### src/hdl/smsp_pkg.sv
// Purpose: shared constants and carrier types of the serial master/slave port
// Assumes: one 25 MHz system clock, synchronous active-low reset
// Notes:   every reset value and count used by more than one file lives here
//==============================================================
// package
//==============================================================
package smsp_pkg;

    localparam int CLK_HZ = 25_000_000;
    localparam int BYTE_BITS = 8;
    localparam int RX_FIFO_DEPTH = 16;

    // serial clock half period at the fastest rate, in cpu cycles (fcpu/4)
    localparam int HALF_MIN = 2;
    // number of selectable master rates; higher codes clamp to the slowest
    localparam logic [2:0] RATE_COUNT = 3'h6;
    localparam logic [2:0] RATE_SLOWEST = 3'h5;
    localparam logic [3:0] LAST_EDGE = 4'hF;
    localparam logic [2:0] LAST_BIT = 3'h7;

    // synchroniser resting values: sck, mosi, miso, select (select idles high)
    localparam logic [3:0] SYNC_RESET = 4'h8;
    localparam int SYNC_SCK = 0;
    localparam int SYNC_MOSI = 1;
    localparam int SYNC_MISO = 2;
    localparam int SYNC_SEL = 3;

    typedef struct packed {
        logic portIrqEnable;
        logic portEnable;
        logic [2:0] clockRateSel;
        logic masterSelect;
        logic cpol;
        logic cpha;
    } smsp_ctrl_t;

    typedef struct packed {
        logic swSelectManage;
        logic swSelectLevel;
    } smsp_sel_t;

    typedef struct packed {
        logic transferDoneFlag;
        logic writeCollisionFlag;
        logic overrunFlag;
        logic masterFaultFlag;
    } smsp_status_t;

    localparam smsp_ctrl_t CTRL_RESET = '{1'b0, 1'b0, 3'h0, 1'b0, 1'b0, 1'b0};
    localparam smsp_sel_t SEL_RESET = '{1'b0, 1'b0};
    localparam smsp_status_t STATUS_RESET = '{1'b0, 1'b0, 1'b0, 1'b0};
    localparam logic [7:0] DATA_RESET = 8'h00;

endpackage

### src/hdl/smsp_fifo.sv
// Purpose: flip-flop FIFO with valid/ready on both sides
// Assumes: one clock, synchronous active-low reset, DEPTH a power of two
// Notes:   inReady falls when full, outValid falls when empty
`timescale 1ns/1ps
`default_nettype none
module smsp_fifo
    import smsp_pkg::*;
#(
    parameter int WIDTH = 8,
    parameter int DEPTH = 16
)
(
    input wire logic clk,
    input wire logic nrst,
    input wire logic inValid,
    output logic inReady,
    input wire logic [WIDTH-1:0] inData,
    output logic outValid,
    input wire logic outReady,
    output logic [WIDTH-1:0] outData
);
    localparam int AW = $clog2(DEPTH);

    logic [WIDTH-1:0] mem [DEPTH];
    logic [AW-1:0] wrPtr;
    logic [AW-1:0] rdPtr;
    logic [AW:0] count;
    wire push = inValid && inReady;
    wire pop = outValid && outReady;

    assign inReady = (count != (AW+1)'(DEPTH));
    assign outValid = (count != '0);
    assign outData = mem[rdPtr];

    always_ff @(posedge clk)
    begin
        if (push)
        begin
            mem[wrPtr] <= inData;
        end
    end

    always_ff @(posedge clk)
    begin
        if (!nrst)
        begin
            wrPtr <= '0;
            rdPtr <= '0;
            count <= '0;
        end
        else
        begin
            wrPtr <= push ? wrPtr + AW'(1) : wrPtr;
            rdPtr <= pop ? rdPtr + AW'(1) : rdPtr;
            count <= count + (AW+1)'(push) - (AW+1)'(pop);
        end
    end
endmodule // smsp_fifo
`default_nettype wire

### src/hdl/smsp_port.sv
// Purpose: serial master/slave port, 8-bit full duplex, msb first
// Assumes: register accesses arrive as one-cycle strobes from the cpu side
// Notes:   pin inputs pass a three-stage filter, which bounds usable sck rates
//==============================================================
// Summary of operation
// - bytes shift msb first, master out to slave in, slave out to master in
// - only the master starts; the slave shifts its byte back on the same clock
// - both ends must share polarity and phase, one of four timings
// - phase 1 captures on the second edge, phase 0 on the first edge
// - software select management takes select level from the level bit
// - slave with phase 0 writing while still selected is a write collision
// - master clock picks one of six rates, fastest a quarter of cpu clock
// - slave accepts up to a quarter of cpu clock (pin filter); back-to-back not sustainable
// - serial clock idles at the polarity level
// - in master mode, master select and port enable drop whenever select level is low
// - master data write loads shift register and starts shifting out once the receive fifo has room
// - each finished transfer sets done flag; interrupt if enabled and unmasked
// - master done flag clears by status access then data read
// - data writes are ignored while done flag set until status read
// - slave data write preloads shift register; master clock drives shifting
// - slave done flag clears by status access then data read or write
// - master fault sets fault flag, may interrupt, drops enable and master
// - data write during a transfer is dropped and flags a collision
// - byte finishing with done flag set flags overrun, keeps older byte
`timescale 1ns/1ps
`default_nettype none
module smsp_port
    import smsp_pkg::*;
#(
    parameter int FIFO_DEPTH = RX_FIFO_DEPTH
)
(
    input wire logic clk,
    input wire logic nrst,
    input wire logic ctrlWrite,
    input wire smsp_ctrl_t ctrlIn,
    input wire logic csrWrite,
    input wire smsp_sel_t selIn,
    input wire logic csrRead,
    input wire logic dataWrite,
    input wire logic [7:0] dataIn,
    input wire logic dataRead,
    input wire logic cpuIntMask,
    output smsp_ctrl_t ctrlOut,
    output smsp_sel_t selOut,
    output smsp_status_t statusOut,
    output logic [7:0] rxData,
    output logic irq,
    input wire logic sckIn,
    output logic sckOut,
    output logic sckOe,
    input wire logic mosiIn,
    output logic mosiOut,
    output logic mosiOe,
    input wire logic misoIn,
    output logic misoOut,
    output logic misoOe,
    input wire logic ssN,
    output logic rxValid,
    input wire logic rxReady,
    output logic [7:0] rxStream
);
    typedef enum logic [1:0] {M_IDLE, M_HOLD, M_SHIFT} smsp_mstate_t;

    //==============================================================
    // pin filters
    //==============================================================
    wire [3:0] pinRaw = {ssN, misoIn, mosiIn, sckIn};
    logic [3:0] syncA;
    logic [3:0] syncB;
    logic [3:0] syncC;
    logic [3:0] pinStable;

    genvar g;
    generate
        for (g = 0; g < 4; g++)
        begin : gSync
            always_ff @(posedge clk)
            begin
                if (!nrst)
                begin
                    syncA[g] <= SYNC_RESET[g];
                    syncB[g] <= SYNC_RESET[g];
                    syncC[g] <= SYNC_RESET[g];
                    pinStable[g] <= SYNC_RESET[g];
                end
                else
                begin
                    syncA[g] <= pinRaw[g];
                    syncB[g] <= syncA[g];
                    syncC[g] <= syncB[g];
                    // a change counts only once two stages agree
                    pinStable[g] <= (syncB[g] == syncC[g]) ? syncB[g] : pinStable[g];
                end
            end
        end
    endgenerate

    //==============================================================
    // state
    //==============================================================
    smsp_ctrl_t ctrl;
    smsp_sel_t sel;
    smsp_status_t st;
    smsp_mstate_t mstate;
    logic [7:0] shreg;
    logic outBit;
    logic [6:0] halfCnt;
    logic [3:0] edgeCnt;
    logic [2:0] bitCnt;
    logic sckPrev;
    logic sckReg;
    logic spifArmed;
    logic spifReadSeen;
    logic wcolArmed;
    logic modfArmed;

    function automatic logic [6:0] halfLoad(input logic [2:0] rate);
        logic [2:0] r;
        r = (rate < RATE_COUNT) ? rate : RATE_SLOWEST;
        return 7'((HALF_MIN << r) - 1);
    endfunction

    //==============================================================
    // select, mode and tick decoding
    //==============================================================
    wire ssInternal = sel.swSelectManage ? sel.swSelectLevel : pinStable[SYNC_SEL];
    wire ssLow = !ssInternal;
    wire masterMode = ctrl.portEnable && ctrl.masterSelect;
    wire slaveMode = ctrl.portEnable && !ctrl.masterSelect;
    wire faultNow = masterMode && ssLow;

    wire sckS = pinStable[SYNC_SCK];
    wire masterTick = (mstate == M_SHIFT) && (halfCnt == 7'h00);
    wire masterLead = !edgeCnt[0];
    wire slaveTick = slaveMode && ssLow && (sckS != sckPrev);
    wire slaveLead = (sckS != ctrl.cpol);
    wire tick = masterTick || slaveTick;
    wire lead = masterTick ? masterLead : slaveLead;
    wire capture = tick && (lead ^ ctrl.cpha);
    wire drive = tick && !capture;
    wire inBit = masterMode ? pinStable[SYNC_MISO] : pinStable[SYNC_MOSI];
    wire [7:0] rxByte = capture ? {shreg[6:0], inBit} : shreg;

    wire masterDone = masterTick && (edgeCnt == LAST_EDGE);
    wire slaveDone = slaveTick && capture && (bitCnt == LAST_BIT);
    wire done = masterDone || slaveDone;

    // in phase 0 a still-selected slave counts as mid-transfer
    wire slaveBusy = slaveMode && ssLow && (!ctrl.cpha || bitCnt != 3'h0);
    wire busy = (mstate != M_IDLE) || slaveBusy;
    wire writeBlocked = st.transferDoneFlag && !spifReadSeen;
    wire writeTaken = dataWrite && !busy && !writeBlocked;
    wire collision = dataWrite && busy && !writeBlocked;

    wire csrAccess = csrRead || csrWrite;
    wire spifClr = spifArmed && (dataRead || (!ctrl.masterSelect && dataWrite));
    wire keepOld = st.transferDoneFlag && !spifClr;
    wire wcolClr = wcolArmed && (dataRead || dataWrite);
    wire modfClr = modfArmed && ctrlWrite;

    wire fifoInReady;
    wire startShift = (mstate == M_HOLD) && fifoInReady;

    //==============================================================
    // flag next values (set wins over clear)
    //==============================================================
    smsp_status_t next_st;
    assign next_st.transferDoneFlag = done || (st.transferDoneFlag && !spifClr);
    assign next_st.overrunFlag = (done && keepOld) || (st.overrunFlag && !csrRead);
    assign next_st.writeCollisionFlag = collision || (st.writeCollisionFlag && !wcolClr);
    assign next_st.masterFaultFlag = faultNow || (st.masterFaultFlag && !modfClr);

    // enable and master bits may only be set outside a pending fault
    wire ctrlAllowed = !st.masterFaultFlag || modfArmed;
    smsp_ctrl_t wrCtrl;
    assign wrCtrl.portIrqEnable = ctrlIn.portIrqEnable;
    assign wrCtrl.portEnable = ctrlIn.portEnable && ctrlAllowed;
    assign wrCtrl.clockRateSel = ctrlIn.clockRateSel;
    assign wrCtrl.masterSelect = ctrlIn.masterSelect && ctrlAllowed;
    assign wrCtrl.cpol = ctrlIn.cpol;
    assign wrCtrl.cpha = ctrlIn.cpha;
    smsp_ctrl_t next_ctrl;
    assign next_ctrl.portIrqEnable = ctrlWrite ? wrCtrl.portIrqEnable : ctrl.portIrqEnable;
    assign next_ctrl.portEnable = !faultNow && (ctrlWrite ? wrCtrl.portEnable : ctrl.portEnable);
    assign next_ctrl.clockRateSel = ctrlWrite ? wrCtrl.clockRateSel : ctrl.clockRateSel;
    assign next_ctrl.masterSelect = !faultNow && (ctrlWrite ? wrCtrl.masterSelect : ctrl.masterSelect);
    assign next_ctrl.cpol = ctrlWrite ? wrCtrl.cpol : ctrl.cpol;
    assign next_ctrl.cpha = ctrlWrite ? wrCtrl.cpha : ctrl.cpha;

    //==============================================================
    // control and status registers
    //==============================================================
    always_ff @(posedge clk)
    begin
        if (!nrst)
        begin
            ctrl <= CTRL_RESET;
            sel <= SEL_RESET;
            st <= STATUS_RESET;
            rxData <= DATA_RESET;
        end
        else
        begin
            ctrl <= next_ctrl;
            sel <= csrWrite ? selIn : sel;
            st <= next_st;
            rxData <= (done && !keepOld) ? rxByte : rxData;
        end
    end

    always_ff @(posedge clk)
    begin
        if (!nrst)
        begin
            spifArmed <= 1'b0;
            spifReadSeen <= 1'b0;
            wcolArmed <= 1'b0;
            modfArmed <= 1'b0;
        end
        else
        begin
            spifArmed <= !done && next_st.transferDoneFlag && (spifArmed || csrAccess);
            spifReadSeen <= !done && next_st.transferDoneFlag && (spifReadSeen || csrRead);
            wcolArmed <= !collision && next_st.writeCollisionFlag && (wcolArmed || csrRead);
            modfArmed <= !faultNow && next_st.masterFaultFlag && (modfArmed || csrRead);
        end
    end

    //==============================================================
    // master sequencer
    //==============================================================
    always_ff @(posedge clk)
    begin
        if (!nrst)
        begin
            mstate <= M_IDLE;
            halfCnt <= 7'h00;
            edgeCnt <= 4'h0;
            sckReg <= 1'b0;
        end
        else if (!masterMode)
        begin
            mstate <= M_IDLE;
            sckReg <= ctrl.cpol;
        end
        else
        begin
            case (mstate)
                M_IDLE:
                begin
                    sckReg <= ctrl.cpol;
                    edgeCnt <= 4'h0;
                    mstate <= writeTaken ? M_HOLD : M_IDLE;
                end
                M_HOLD:
                begin
                    // a full receive fifo stalls the next byte here
                    halfCnt <= halfLoad(ctrl.clockRateSel);
                    mstate <= startShift ? M_SHIFT : M_HOLD;
                end
                M_SHIFT:
                begin
                    halfCnt <= masterTick ? halfLoad(ctrl.clockRateSel) : halfCnt - 7'h01;
                    sckReg <= masterTick ? !sckReg : sckReg;
                    edgeCnt <= masterTick ? edgeCnt + 4'h1 : edgeCnt;
                    mstate <= masterDone ? M_IDLE : M_SHIFT;
                end
                default:
                begin
                    mstate <= M_IDLE;
                end
            endcase
        end
    end

    //==============================================================
    // shared shifter
    //==============================================================
    always_ff @(posedge clk)
    begin
        if (!nrst)
        begin
            shreg <= DATA_RESET;
            outBit <= 1'b0;
            bitCnt <= 3'h0;
            sckPrev <= SYNC_RESET[SYNC_SCK];
        end
        else
        begin
            sckPrev <= sckS;
            shreg <= writeTaken ? dataIn : rxByte;
            outBit <= writeTaken ? dataIn[7] : (drive ? shreg[7] : outBit);
            if (!slaveMode || !ssLow || slaveDone)
            begin
                bitCnt <= 3'h0;
            end
            else
            begin
                bitCnt <= (slaveTick && capture) ? bitCnt + 3'h1 : bitCnt;
            end
        end
    end

    //==============================================================
    // receive fifo and outputs
    //==============================================================
    smsp_fifo #(
        .WIDTH(BYTE_BITS),
        .DEPTH(FIFO_DEPTH)
    ) uRxFifo (
        .clk(clk),
        .nrst(nrst),
        .inValid(done),
        .inReady(fifoInReady),
        .inData(rxByte),
        .outValid(rxValid),
        .outReady(rxReady),
        .outData(rxStream)
    );

    assign ctrlOut = ctrl;
    assign selOut = sel;
    assign statusOut = st;
    assign irq = ctrl.portIrqEnable && !cpuIntMask
        && (st.transferDoneFlag || st.overrunFlag || st.masterFaultFlag);
    assign sckOut = sckReg;
    assign sckOe = masterMode;
    assign mosiOut = outBit;
    assign mosiOe = masterMode;
    assign misoOut = outBit;
    assign misoOe = slaveMode && ssLow;

    // helper: age of a shift begun at the fastest rate with the setup left alone
    logic [4:0] shiftAge;
    logic fastClean;
    always_ff @(posedge clk)
    begin
        shiftAge <= (nrst && mstate == M_SHIFT) ? shiftAge + 5'h01 : 5'h00;
        fastClean <= nrst && !ctrlWrite && (startShift ? ctrl.clockRateSel == 3'h0
            : fastClean && masterMode);
    end
endmodule // smsp_port
`default_nettype wire

### config.mk
export PLATFORM = sky130hd
export DESIGN_NAME = smsp_port
export DESIGN_NICKNAME = d
export VERILOG_FILES = /design/src/hdl/smsp_pkg.sv /design/src/hdl/smsp_fifo.sv /design/src/hdl/smsp_port.sv
export SDC_FILE = /design/constraint.sdc
export NUM_CORES = 1
export LEC_CHECK = 0
export ABC_AREA = 1
export BUFFER_PORTS_ARGS = -buffer_cell sky130_fd_sc_hd__buf_2
export CORE_MARGIN = 5
export CORE_UTILIZATION = 65
export DETAILED_ROUTE_END_ITERATION = 12
export PLACE_DENSITY = 0.94
export REMOVE_ABC_BUFFERS = 1
export SLEW_MARGIN = 5
export SYNTH_ARGS = -nofsm -noshare
export SYNTH_HDL_FRONTEND = slang
export SYNTH_SLANG_ARGS = --single-unit
### constraint.sdc
create_clock -name clk -period 4.8 [get_ports clk]
set_input_delay 0.96 -clock clk [delete_from_list [all_inputs] [get_ports clk]]
set_output_delay 0.96 -clock clk [all_outputs]
set_load 0.1 [all_outputs]
==> results_tabular.tex, run 1 <==
\begin{tabular}{lr}
\hline
Metric & Value \\
\hline
\multicolumn{2}{l}{\textbf{Status}} \\
\quad Outcome & complete, no violations \\
\multicolumn{2}{l}{\textbf{Synth}} \\
\quad Cell types with the largest area share after synthesis & sky130\_fd\_sc\_hd\_\_edfxtp\_1 42\%, sky130\_fd\_sc\_hd\_\_dfxtp\_1 19\%, sky130\_fd\_sc\_hd\_\_inv\_1 5.2\%, sky130\_fd\_sc\_hd\_\_a21oi\_1 3.9\%, sky130\_fd\_sc\_hd\_\_nand2\_1 3.9\% \\
\quad Gate Count Post-Synth & 892 \\
\quad Library cells used by synthesis & 40 \\
\quad Post-synthesis cell area & 9260 µm² \\
\quad Leading area contributor after synthesis & sky130\_fd\_sc\_hd\_\_edfxtp\_1 \\
\quad Sequential element share of the synthesized area & 0.601 \\
\quad Mean post-synth cell area & 10.4 µm² \\
\quad Most common flop cell mapped by yosys & sky130\_fd\_sc\_hd\_\_edfxtp\_1 \\
\quad Seq cells post-synth & 214 \\
\quad Syn. warnings & 0 \\
\quad Number of enable flip-flop cells after synthesis & 128 \\
\quad FFs w/ async S/R, synth & 0 \\
\quad Fraction of synthesized cell area taken by the top area cell type & 0.415 \\
\multicolumn{2}{l}{\textbf{Worst setup path}} \\
\quad Crit Path Class & reg2out \\
\quad Crit-path max FO & 23 \\
\quad R2R Setup Slk & 1.36 ns \\
\quad Reg-to-Reg Start & halfCnt[0] \\
\quad Worst Setup Start Kind & flop \\
\quad Arrival @ worst endpoint & 2.96 ns \\
\quad Worst Setup End Kind & output pin \\
\quad Cell depth of the worst flop-to-flop path & 14 \\
\quad Required time at the endpoint of the critical path & 3.84 ns \\
\quad Critical register-to-register path endpoint & uRxFifo.mem[13][3] \\
\multicolumn{2}{l}{\textbf{Min path}} \\
\quad Worst Hold Path EP & syncB[0] \\
\quad Startpoint of the lowest-slack hold path & syncA[0] \\
\quad Class of the tightest hold or removal check & reg2reg \\
\quad Instance count along the most critical hold path & 2 \\
\multicolumn{2}{l}{\textbf{Power and ir drop}} \\
\quad Power density of the placed cells & 465 nW/µm² \\
\quad Cell Int Power & 0.00329 W \\
\quad P\_leak & 4.28 nW \\
\quad Part of the total power dissipated in sequential elements & 0.437 \\
\quad Worst supply voltage drop on vdd & 0.296 mV \\
\quad Clock network fraction of design power & 0.349 \\
\quad Part of the power in combinational logic & 0.214 \\
\quad Switching portion of total power & 0.319 \\
\quad Switching pwr & 0.00154 W \\
\multicolumn{2}{l}{\textbf{Finish}} \\
\quad Area occupied by registers & 5570 µm² \\
\quad Share of cells above drive strength 1 & 0.141 \\
\quad Area Growth Syn to Fin & 12.0\% \\
\quad ANT cells & 0 \\
\quad Number of fillers in the final layout & 877 \\
\quad Multi-input gate area & 3020 µm² \\
\quad Final net count & 1002 \\
\quad Number of non-filler instances in the completed layout & 1143 \\
\multicolumn{2}{l}{\textbf{Timing}} \\
\quad RSZ-0062 raised after global routing & false \\
\quad Post-route minimum period & between 3 and 4 ns \\
\quad Relative slew slack & 0.269 \\
\quad Final period utilization & 0.817 \\
\quad Final setup vio count & 0 \\
\quad Final hold slack & 0.413 ns \\
\quad Measured slew at the worst slew-check pin & 1.10 ns \\
\quad Max Fclk & 0.255 GHz \\
\quad Final setup skew & 0.0108 ns \\
\quad Count of final max-slew check failures & 0 \\
\quad Setup TNS Final & 0 ns \\
\quad Count of endpoints failing hold in the final timing report & 0 \\
\multicolumn{2}{l}{\textbf{Global route}} \\
\quad Vias in the first global route & 6627 \\
\quad Global-route wire length before repair & 33400 µm \\
\quad Total overflow reported by the global router & 0 \\
\quad Maximum number of pins on one net before global-route repair & 97 \\
\quad Antenna violations before repair & 0 \\
\quad Gr usage total & 0.252 \\
\multicolumn{2}{l}{\textbf{CTS}} \\
\quad TritonCTS buffer count & 22 \\
\quad H-tree lvl count & 1 \\
\quad Worst-path clk slew & 0.06 ns \\
\quad Total of hold buffers inserted after clock tree synthesis & 0 \\
\quad Clock net sink count & 214 \\
\quad Post-CTS Setup Bufs & 0 \\
\quad Clock tree root driver cell & sky130\_fd\_sc\_hd\_\_clkbuf\_16 \\
\quad TritonCTS clock tree & done \\
\quad Clk buf depth & 3 \\
\quad \# resized after CTS & 0 \\
\quad Clock network latency to the later pin of the worst-skew pair & 0.50 ns \\
\multicolumn{2}{l}{\textbf{Die}} \\
\quad Die Y & 129 µm \\
\quad Placeable Area & 13900 µm² \\
\quad DIE WIDTH & 129 µm \\
\quad Initial Utilization & 0.664 \\
\quad Standard-cell row count & 43 \\
\quad Full die area & between 15000 and 20000 µm² \\
\quad Count of boundary I/O pins & between 60 and 70 \\
\multicolumn{2}{l}{\textbf{Placed design}} \\
\quad Placer Congestion & 0.886 \\
\quad Input/output buffers & 68 \\
\quad Placed Instances & 1105 \\
\quad Final HPWL DP & 13300 µm \\
\multicolumn{2}{l}{\textbf{Routing}} \\
\quad Detailed-router iteration count before antenna repair & 7 \\
\quad Residual antenna-violating net count after detailed routing & 0 \\
\quad Violation count after the first detailed-routing iteration & 621 \\
\quad Post-detailed-route via-to-cell ratio & a little under 6 \\
\quad Wire length after detailed routing & $\sim$21000 µm \\
\quad Vias after detailed routing & 6677 \\
\quad DRC violations left & 0 \\
\quad Post-DR wirelength/cell & about 18 µm \\
\multicolumn{2}{l}{\textbf{Job}} \\
\quad Number of max-cap violations & 0 \\
\hline
\end{tabular}
[cell type report]
class	instances	share of cell area
flip-flops and latches	214	0.537
multi-input cells	509	0.291
well taps	180	0.0217
clock inverters	8	0.00857
clock buffers	30	0.0600
repair buffers	70	0.0343
inverters	132	0.0478
[synth_stat cells (2+ instances only)]
cell,count
sky130_fd_sc_hd__nand2_1,95
sky130_fd_sc_hd__dfxtp_1,86
sky130_fd_sc_hd__nor2_4,4
sky130_fd_sc_hd__a31oi_1,3
sky130_fd_sc_hd__a21oi_1,72
sky130_fd_sc_hd__nor3_1,5
sky130_fd_sc_hd__o31ai_1,2
sky130_fd_sc_hd__xor2_1,13
sky130_fd_sc_hd__mux2i_1,33
sky130_fd_sc_hd__nand2_2,12
sky130_fd_sc_hd__a211oi_1,6
sky130_fd_sc_hd__buf_2,7
sky130_fd_sc_hd__buf_4,3
sky130_fd_sc_hd__clkbuf_1,22
sky130_fd_sc_hd__edfxtp_1,128
sky130_fd_sc_hd__nor2_1,67
sky130_fd_sc_hd__ha_1,21
sky130_fd_sc_hd__nand4_1,7
sky130_fd_sc_hd__o211ai_1,40
sky130_fd_sc_hd__inv_1,128
sky130_fd_sc_hd__nand3_1,35
sky130_fd_sc_hd__or2_2,5
sky130_fd_sc_hd__nand2_4,7
sky130_fd_sc_hd__nand3_2,2
sky130_fd_sc_hd__clkinv_1,2
sky130_fd_sc_hd__inv_2,2
sky130_fd_sc_hd__o21ai_0,70
sky130_fd_sc_hd__buf_1,3
[power by group through the flow]
stage	combinational, W	clock, W	sequential (W)
finish	0.00103	0.00168	0.00211
global route	0.00111	0.00178	0.00212
CTS	0.00103	0.00169	0.00211
detailed placement	0.00102	0	0.00215
global placement	0.000982	0	0.00214
floorplan	0.000743	0	0.00219
[through the flow]
stage                     utilization  total power, W  instance area (µm²)  worst slack, ns
after floorplan                     -         0.00293                 9080            0.454
after global placement          0.693         0.00312                 9660             1.49
after detailed placement        0.693         0.00316                 9660             1.48
after CTS                       0.744         0.00483                10400            0.927
after global routing            0.744         0.00502                10400            0.767
final                           0.744         0.00483                10400            0.876
[routing by layer]
metal	wire (µm)	global-route usage
met1	7840	0.311
met2	10600	0.451
met3	1540	0.0425
met4	744	0.0846
met5	0	0
[registers in the layout, indices dropped and copies added (netlist names), 4 cells and up, named ones only]
| signal | cells |
|---|---|
| shreg | 8 |
| uRxFifo.rdPtr | 4 |
| syncC | 4 |
| uRxFifo.mem | 128 |
| syncA | 4 |
| rxData | 8 |
| statusOut | 4 |
| uRxFifo.count | 5 |
| uRxFifo.wrPtr | 4 |
| edgeCnt | 4 |
| ctrlOut | 8 |
| halfCnt | 7 |
| syncB | 4 |
[worst max-delay path, cell delays in order (launching register included)]
cell and delay, ns:
sky130_fd_sc_hd__dfxtp_1 0.87, sky130_fd_sc_hd__clkinv_1 0.58, sky130_fd_sc_hd__o211ai_1 0.33, sky130_fd_sc_hd__nand3_1 0.14
sky130_fd_sc_hd__nand2_1 0.11, sky130_fd_sc_hd__buf_2 0.43
[cell families (layout without fill, tap and decap cells)]
group           count (synthesis)  in the layout  synth area share
buf+inv                       169            240            0.0732
mux                            33             33            0.0357
simple gates                  243            243             0.125
xor+xnor                       14             14            0.0132
fa+ha+maj                      22             22            0.0305
flops                         214            214             0.601
compound gates                197            197             0.121
[worst max path at each step]
stage                    start                 to  slack, ns
floorplan                 flop        rxStream[5]       0.45
global placement    halfCnt[0]  uRxFifo.mem[5][5]       1.49
detailed placement  halfCnt[0]  uRxFifo.mem[0][5]       1.48
CTS                       flop        rxStream[1]       0.93
global route              flop        rxStream[1]       0.77
finish                    flop        rxStream[1]       0.88
[cells in the final DEF, fill, tap and decap left out, types with 2 or more instances in the layout]
master,n
sky130_fd_sc_hd__mux2i_1,33
sky130_fd_sc_hd__a31oi_1,3
sky130_fd_sc_hd__nand2_2,12
sky130_fd_sc_hd__buf_2,68
sky130_fd_sc_hd__xor2_1,13
sky130_fd_sc_hd__or2_2,5
sky130_fd_sc_hd__nand3_1,35
sky130_fd_sc_hd__clkbuf_1,5
sky130_fd_sc_hd__inv_2,2
sky130_fd_sc_hd__nor2_1,67
sky130_fd_sc_hd__clkinv_1,5
sky130_fd_sc_hd__a21oi_1,72
sky130_fd_sc_hd__ha_1,21
sky130_fd_sc_hd__nand4_1,7
sky130_fd_sc_hd__o21ai_0,70
sky130_fd_sc_hd__nand3_2,2
sky130_fd_sc_hd__bufinv_16,2
sky130_fd_sc_hd__buf_4,2
sky130_fd_sc_hd__clkinv_2,2
sky130_fd_sc_hd__o211ai_1,40
sky130_fd_sc_hd__edfxtp_1,128
sky130_fd_sc_hd__a211oi_1,6
sky130_fd_sc_hd__clkbuf_16,23
sky130_fd_sc_hd__o31ai_1,2
sky130_fd_sc_hd__nand2_1,95
sky130_fd_sc_hd__nor3_1,5
sky130_fd_sc_hd__nor2_4,4
sky130_fd_sc_hd__inv_1,128
sky130_fd_sc_hd__clkbuf_8,2
sky130_fd_sc_hd__dfxtp_1,85
sky130_fd_sc_hd__nand2_4,7
No activity file was read; power rests on OpenSTA's default activity.
==> inputs of run 2 (changes only) <==
Settings changed: CORE_UTILIZATION 65 to 60, PLACE_DENSITY 0.94 to 0.89.
Clock period 4.8 ns to 3.8 ns, I/O delays scaled along.
==> run 2 against run 1 <==
Net effect: critical path depth stayed put; combinational power is 29% higher; die area is 7.7% higher; hold slack worse by 0.0021 ns; power is 25% higher; sequential share of layout area hardly changed; non-clock buffer count is 3 higher; utilization is 5.9 points lower; first-iteration DRC count is 13% lower; critical path type unchanged.
==> results_tabular.tex, run 2 (synthesis gave the netlist of run 1 again) <==
\begin{tabular}{lr}
\hline
Metric & Value \\
\hline
\multicolumn{2}{l}{\textbf{Finish}} \\
\quad Area Growth Syn to Fin & 12.0\% \\
\quad Share of cells above drive strength 1 & 0.149 \\
\quad Most used cells in the layout excluding fill and tap cells & 128 x sky130\_fd\_sc\_hd\_\_inv\_1, 128 x sky130\_fd\_sc\_hd\_\_edfxtp\_1, 95 x sky130\_fd\_sc\_hd\_\_nand2\_1 \\
\quad Largest register FFs & 128 \\
\quad Number of fillers in the final layout & 1075 \\
\quad Number of non-filler instances in the completed layout & between 1000 and 1500 \\
\quad Multi-input gate area & 3020 µm² \\
\quad Final net count & 1004 \\
\quad ANT cells & 0 \\
\quad Area occupied by registers & 5570 µm² \\
\quad Register containing the most flip-flops in the final layout & uRxFifo.mem \\
\quad Cell area after layout & 10400 µm² \\
\multicolumn{2}{l}{\textbf{Global route}} \\
\quad Vias in the first global route & 6399 \\
\quad Total overflow reported by the global router & 0 \\
\quad Gr usage total & 0.221 \\
\quad Global-route wire length before repair & about 32000 µm \\
\quad Antenna violations before repair & 1 \\
\quad Maximum number of pins on one net before global-route repair & 89 \\
\multicolumn{2}{l}{\textbf{Placed design}} \\
\quad Placer Congestion & about 0.85 \\
\quad Input/output buffers & a little under 70 \\
\quad Post-placement cell area & a little under 10000 µm² \\
\quad Post-placement worst setup slack & 0.813 ns \\
\quad Final HPWL DP & 12900 µm \\
\quad Placed Instances & approximately 1100 \\
\multicolumn{2}{l}{\textbf{CTS}} \\
\quad \# resized after CTS & 0 \\
\quad Clk buf depth & 3 \\
\quad TritonCTS buffer count & 21 \\
\quad Worst-path clk slew & 0.06 ns \\
\quad H-tree lvl count & 1 \\
\quad Clock net sink count & 214 \\
\quad Total of hold buffers inserted after clock tree synthesis & 0 \\
\quad Clock tree root driver cell & sky130\_fd\_sc\_hd\_\_clkbuf\_16 \\
\quad TritonCTS clock tree & done \\
\quad Post-CTS Setup Bufs & 0 \\
\quad Clock network latency to the later pin of the worst-skew pair & 0.50 ns \\
\multicolumn{2}{l}{\textbf{Routing}} \\
\quad Post-detailed-route via-to-cell ratio & 5.68 \\
\quad Vias after detailed routing & between 6000 and 7000 \\
\quad Wire length after detailed routing & about 20000 µm \\
\quad DRC violations left & 0 \\
\quad Detailed-router iteration count before antenna repair & 5 \\
\quad Post-DR wirelength/cell & roughly 17 µm \\
\quad Violation count after the first detailed-routing iteration & 542 \\
\quad Residual antenna-violating net count after detailed routing & 0 \\
\multicolumn{2}{l}{\textbf{Power and ir drop}} \\
\quad Overall power & 0.00601 W \\
\quad Power density of the placed cells & between 500 and 600 nW/µm² \\
\quad P\_leak & 4.28 nW \\
\quad Worst supply voltage drop on vdd & 0.423 mV \\
\multicolumn{2}{l}{\textbf{Die}} \\
\quad Placeable Area & roughly 15000 µm² \\
\quad DIE WIDTH & 134 µm \\
\quad Standard-cell row count & 45 \\
\quad Die Y & 134 µm \\
\quad Count of boundary I/O pins & 69 \\
\quad Initial Utilization & 0.611 \\
\quad Full die area & 18000 µm² \\
\multicolumn{2}{l}{\textbf{Worst setup path}} \\
\quad Worst Setup Start Kind & flop \\
\quad Required time at the endpoint of the critical path & $\sim$3.0 ns \\
\quad Crit-path max FO & 88 \\
\quad Arrival @ worst endpoint & 2.83 ns \\
\quad Worst path max stage delay & 1.00 ns \\
\quad Critical Path, Cell by Cell & mux2i\_1, o21ai\_0, o211ai\_1, nand2\_1, buf\_2 \\
\quad Cell depth of the worst flop-to-flop path & 14 \\
\quad Crit Path Class & reg2out \\
\quad Cell at the slowest stage of the critical path & sky130\_fd\_sc\_hd\_\_dfxtp\_4 \\
\quad Cell count along the critical path & 5 \\
\quad Largest delay share family, worst path & flip-flops \\
\quad Sum of buffers and inverters on the critical path & 1 \\
\quad Worst Setup End Kind & output pin \\
\multicolumn{2}{l}{\textbf{Timing}} \\
\quad Max Fclk & 0.278 GHz \\
\quad Relative slew slack & 0.316 \\
\quad Fin worst setup slack & 0.209 ns \\
\quad Post-route minimum period & about 3.6 ns \\
\quad Setup TNS Final & 0 ns \\
\quad RSZ-0062 raised after global routing & false \\
\quad Final period utilization & 0.945 \\
\quad Final setup skew & between 0.015 and 0.02 ns \\
\quad Count of endpoints failing hold in the final timing report & 0 \\
\quad Count of final max-slew check failures & 0 \\
\quad Final setup vio count & 0 \\
\quad Measured slew at the worst slew-check pin & between 1 and 1.5 ns \\
\multicolumn{2}{l}{\textbf{Job}} \\
\quad Number of max-cap violations & 0 \\
\multicolumn{2}{l}{\textbf{Min path}} \\
\quad Class of the tightest hold or removal check & reg2reg \\
\quad Instance count along the most critical hold path & 2 \\
\multicolumn{2}{l}{\textbf{Status}} \\
\quad Outcome & complete, no violations \\
\hline
\end{tabular}
==> run 2: changes by cell type in the layout (fill, tap and decap cells not counted), sizes merged <==
cell,previous run,this run
buf,70,73
bufinv,2,1
clkbuf,30,26
clkinv,7,9
clkinvlp,1,3
inv,130,131
==> run 2: area by class of cell <==
cell class | count | area share
flip-flops and latches | 214 | 0.537
multi-input cells | 509 | 0.291
clock buffers | 26 | 0.0564
inverters | 132 | 0.0478
repair buffers | 73 | 0.0364
well taps | 188 | 0.0227
clock inverters | 12 | 0.00917
==> run 2: worst paths after layout <==
kind / from / endpoint / slack [ns]
worst max register to register: halfCnt[0] / uRxFifo.mem[7][5] / 0.84
worst max-delay path: flop / rxStream[7] / 0.21
worst min-delay path: syncA[2] / syncB[2] / 0.41
worst min register to register: syncA[2] / syncB[2] / 0.41
==> run 2: power breakdown <==
part / switching, W / leakage, nW / total, W / internal, W
registers: 0.000122 / 1.86 / 0.00265 / 0.00253
clock network: 0.000865 / 0.332 / 0.00203 / 0.00117
logic: 0.000979 / 2.09 / 0.00133 / 0.000351
total: 0.00197 / 4.28 / 0.00601 / 0.00405
==> run 2: metrics by stage <==
step | hold WS [ns] | utilization
floorplan | 0.390 | -
global placement | 0.392 | 0.640
detailed placement | 0.398 | 0.640
CTS | 0.412 | 0.685
global route | 0.430 | 0.685
finish | 0.411 | 0.685
==> run 2: worst reg2reg max path, cell delays in order, from the launching register on <==
cell and delay (ns):
sky130_fd_sc_hd__dfxtp_1 0.30, sky130_fd_sc_hd__inv_1 0.15, sky130_fd_sc_hd__ha_1 0.17, sky130_fd_sc_hd__nand2_1 0.10
sky130_fd_sc_hd__inv_1 0.11, sky130_fd_sc_hd__nand4_4 0.12, sky130_fd_sc_hd__nand2_1 0.09, sky130_fd_sc_hd__nand3_1 0.08
sky130_fd_sc_hd__nand2_2 0.22, sky130_fd_sc_hd__nand3_2 0.13, sky130_fd_sc_hd__nand2_2 0.09, sky130_fd_sc_hd__nand2_1 0.10
sky130_fd_sc_hd__inv_2 0.14, sky130_fd_sc_hd__nand2_1 0.19, sky130_fd_sc_hd__nor2_1 0.62
==> run 2: metal layers <==
layer	vias up	global-route usage	routed length (µm)
li1	3149	-	-
met1	3073	0.276	7810
met2	278	0.392	10000
met3	57	0.0353	1430
met4	2	0.0718	606
met5	-	0	13
==> inputs of run 3 (changes only) <==
Settings changed: GPL_TIMING_DRIVEN set to 0.
==> run 3 against run 2 <==
Net effect: routed wire length shrank 3.5%; power is 0.70% lower; non-clock buffer count down 4; utilization fell by 0.091 points; largest cell class unchanged; highest routed layer unchanged.
==> results_tabular.tex, run 3 (synthesis gave the netlist of run 1 again) <==
\begin{tabular}{lr}
\hline
Metric & Value \\
\hline
\multicolumn{2}{l}{\textbf{Global route}} \\
\quad Maximum number of pins on one net before global-route repair & 59 \\
\quad Antenna violations before repair & 1 \\
\quad Gr usage total & 0.212 \\
\quad Total overflow reported by the global router & 0 \\
\quad Vias in the first global route & 6410 \\
\quad Global-route wire length before repair & 30900 µm \\
\multicolumn{2}{l}{\textbf{Worst setup path}} \\
\quad Worst Setup End Kind & output pin \\
\quad End point of the critical path & rxStream[1] \\
\quad Cell at the slowest stage of the critical path & sky130\_fd\_sc\_hd\_\_dfxtp\_4 \\
\quad Worst path max stage delay & 0.64 ns \\
\quad Arrival @ worst endpoint & 2.78 ns \\
\quad Cell count along the critical path & 5 \\
\quad Required time at the endpoint of the critical path & 3.04 ns \\
\quad Critical register-to-register path endpoint & uRxFifo.mem[14][2] \\
\quad Critical Path, Cell by Cell & clkinvlp\_4, o21ai\_0, o211ai\_1, nand2\_1, buf\_2 \\
\quad Largest delay share family, worst path & buffers and inverters \\
\quad Sum of buffers and inverters on the critical path & 2 \\
\quad Cell depth of the worst flop-to-flop path & 14 \\
\quad Reg-to-Reg Start & halfCnt[0] \\
\quad Crit Path Class & reg2out \\
\quad Crit-path max FO & 34 \\
\quad R2R Setup Slk & 0.34 ns \\
\quad Worst Setup Start Kind & flop \\
\multicolumn{2}{l}{\textbf{Finish}} \\
\quad Area Growth Syn to Fin & 11.9\% \\
\quad Largest register FFs & 128 \\
\quad ANT cells & 0 \\
\quad Most used cells in the layout excluding fill and tap cells & 128 x sky130\_fd\_sc\_hd\_\_edfxtp\_1, 127 x sky130\_fd\_sc\_hd\_\_inv\_1, 95 x sky130\_fd\_sc\_hd\_\_nand2\_1 \\
\quad Share of cells above drive strength 1 & 0.143 \\
\quad Register containing the most flip-flops in the final layout & uRxFifo.mem \\
\quad Most common cell after layout, fill and taps aside & sky130\_fd\_sc\_hd\_\_edfxtp\_1 \\
\quad Number of fillers in the final layout & around 1100 \\
\quad Cell area after layout & 10400 µm² \\
\quad Number of non-filler instances in the completed layout & 1150 \\
\quad Final net count & 1001 \\
\multicolumn{2}{l}{\textbf{Timing}} \\
\quad Final setup skew & between 0.006 and 0.007 ns \\
\quad Final setup vio count & 0 \\
\quad Max Fclk & 0.283 GHz \\
\quad Final hold slack & around 0.41 ns \\
\quad Setup TNS Final & 0 ns \\
\quad Measured slew at the worst slew-check pin & $\sim$0.99 ns \\
\quad Relative slew slack & 0.337 \\
\quad Final period utilization & 0.931 \\
\quad Post-route minimum period & around 3.5 ns \\
\quad Count of final max-slew check failures & 0 \\
\quad Count of endpoints failing hold in the final timing report & 0 \\
\multicolumn{2}{l}{\textbf{Placed design}} \\
\quad Placed Instances & 1112 \\
\quad Post-placement cell area & 9680 µm² \\
\quad Final HPWL DP & about 12000 µm \\
\quad Input/output buffers & 68 \\
\quad Placer Congestion & 0.817 \\
\multicolumn{2}{l}{\textbf{Routing}} \\
\quad Violation count after the first detailed-routing iteration & 541 \\
\quad Detailed-router iteration count before antenna repair & 5 \\
\quad Post-detailed-route via-to-cell ratio & 5.64 \\
\quad Post-DR wirelength/cell & 16.7 µm \\
\quad DRC violations left & 0 \\
\quad Wire length after detailed routing & 19200 µm \\
\quad Residual antenna-violating net count after detailed routing & 0 \\
\quad Vias after detailed routing & 6483 \\
\multicolumn{2}{l}{\textbf{CTS}} \\
\quad TritonCTS clock tree & done \\
\quad Clock network latency to the later pin of the worst-skew pair & around 0.49 ns \\
\quad H-tree lvl count & 1 \\
\quad Clock net sink count & 214 \\
\quad Post-CTS Setup Bufs & 0 \\
\quad TritonCTS buffer count & 21 \\
\quad Total of hold buffers inserted after clock tree synthesis & 0 \\
\quad Clock tree root driver cell & sky130\_fd\_sc\_hd\_\_clkbuf\_16 \\
\quad Worst-path clk slew & 0.06 ns \\
\quad Clk buf depth & 3 \\
\multicolumn{2}{l}{\textbf{Power and ir drop}} \\
\quad Power density of the placed cells & 576 nW/µm² \\
\quad Overall power & between 0.005 and 0.006 W \\
\quad Worst supply voltage drop on vdd & 0.373 mV \\
\quad P\_leak & 4.25 nW \\
\multicolumn{2}{l}{\textbf{Die}} \\
\quad DIE WIDTH & 134 µm \\
\quad Placeable Area & 15100 µm² \\
\quad Die Y & roughly 130 µm \\
\quad Initial Utilization & 0.611 \\
\quad Count of boundary I/O pins & between 60 and 70 \\
\quad Full die area & between 15000 and 20000 µm² \\
\quad Standard-cell row count & 45 \\
\multicolumn{2}{l}{\textbf{Job}} \\
\quad Number of max-cap violations & 0 \\
\multicolumn{2}{l}{\textbf{Status}} \\
\quad Outcome & complete, no violations \\
\multicolumn{2}{l}{\textbf{Min path}} \\
\quad Class of the tightest hold or removal check & reg2reg \\
\hline
\end{tabular}
==> run 3: cell types whose count changed in the layout (fill, tap and decap cells not counted), sizes merged <==
| cell | previous run | this run |
|---|---|---|
| clkbuf | 26 | 32 |
| inv | 131 | 129 |
| buf | 73 | 69 |
| clkinv | 9 | 5 |
==> run 3: through the flow <==
step,worst slack (ns),util
final,0.263,0.684
after floorplan,-0.346,-
after detailed placement,-0.403,0.639
after global placement,-1.13,0.637
after CTS,0.277,0.684
after global routing,-0.000930,0.684
==> run 3: what timing repair did <==
action	in CTS	in global routing
hold endpoints to repair	0	0
setup endpoints to repair	8	8
resized for setup	5	1
pin swaps	0	0
gates cloned	1	0
==> run 3: power breakdown <==
group / internal (W) / switching [W] / leakage, nW
sequential: 0.00253 / 0.000133 / 1.86
combinational: 0.000351 / 0.000957 / 2.07
clock: 0.00118 / 0.000817 / 0.321
==> run 3: metal layers <==
metal	part of all wire	vias up	track usage
met1	0.41	3053	0.264
met4	0.025	2	0.0752
met2	0.50	240	0.370
met3	0.069	40	0.0394
met5	0.0010	-	0
li1	-	3148	-
==> run 3: worst min-delay path by stage <==
stage / from / end / cells after the start
2_1_floorplan: syncA[0] / syncB[0] / 2
3_3_place_gp: syncA[2] / syncB[2] / 2
3_5_place_dp: syncA[2] / syncB[2] / 2
4_1_cts: syncA[2] / syncB[2] / 2
5_1_grt: ssN / syncA[3] / 2
6_report: syncA[2] / syncB[2] / 2
==> run 3: worst min-delay path: cells and delay by family (launching register included) <==
family,cells,cell delay (ns)
buf+inv,1,0.04
simple gates,1,0.04
flops,1,0.30
==> run 3: layout make-up <==
type                    instances  area, µm²  area share
repair buffers                 69        360      0.0348
well taps                     188        235      0.0227
clock inverters                 5       48.8     0.00471
clock buffers                  32        617      0.0595
multi-input cells             509       3020       0.291
inverters                     132        499      0.0482
flip-flops and latches        214       5570       0.538
repair inverters                1       7.51    0.000725
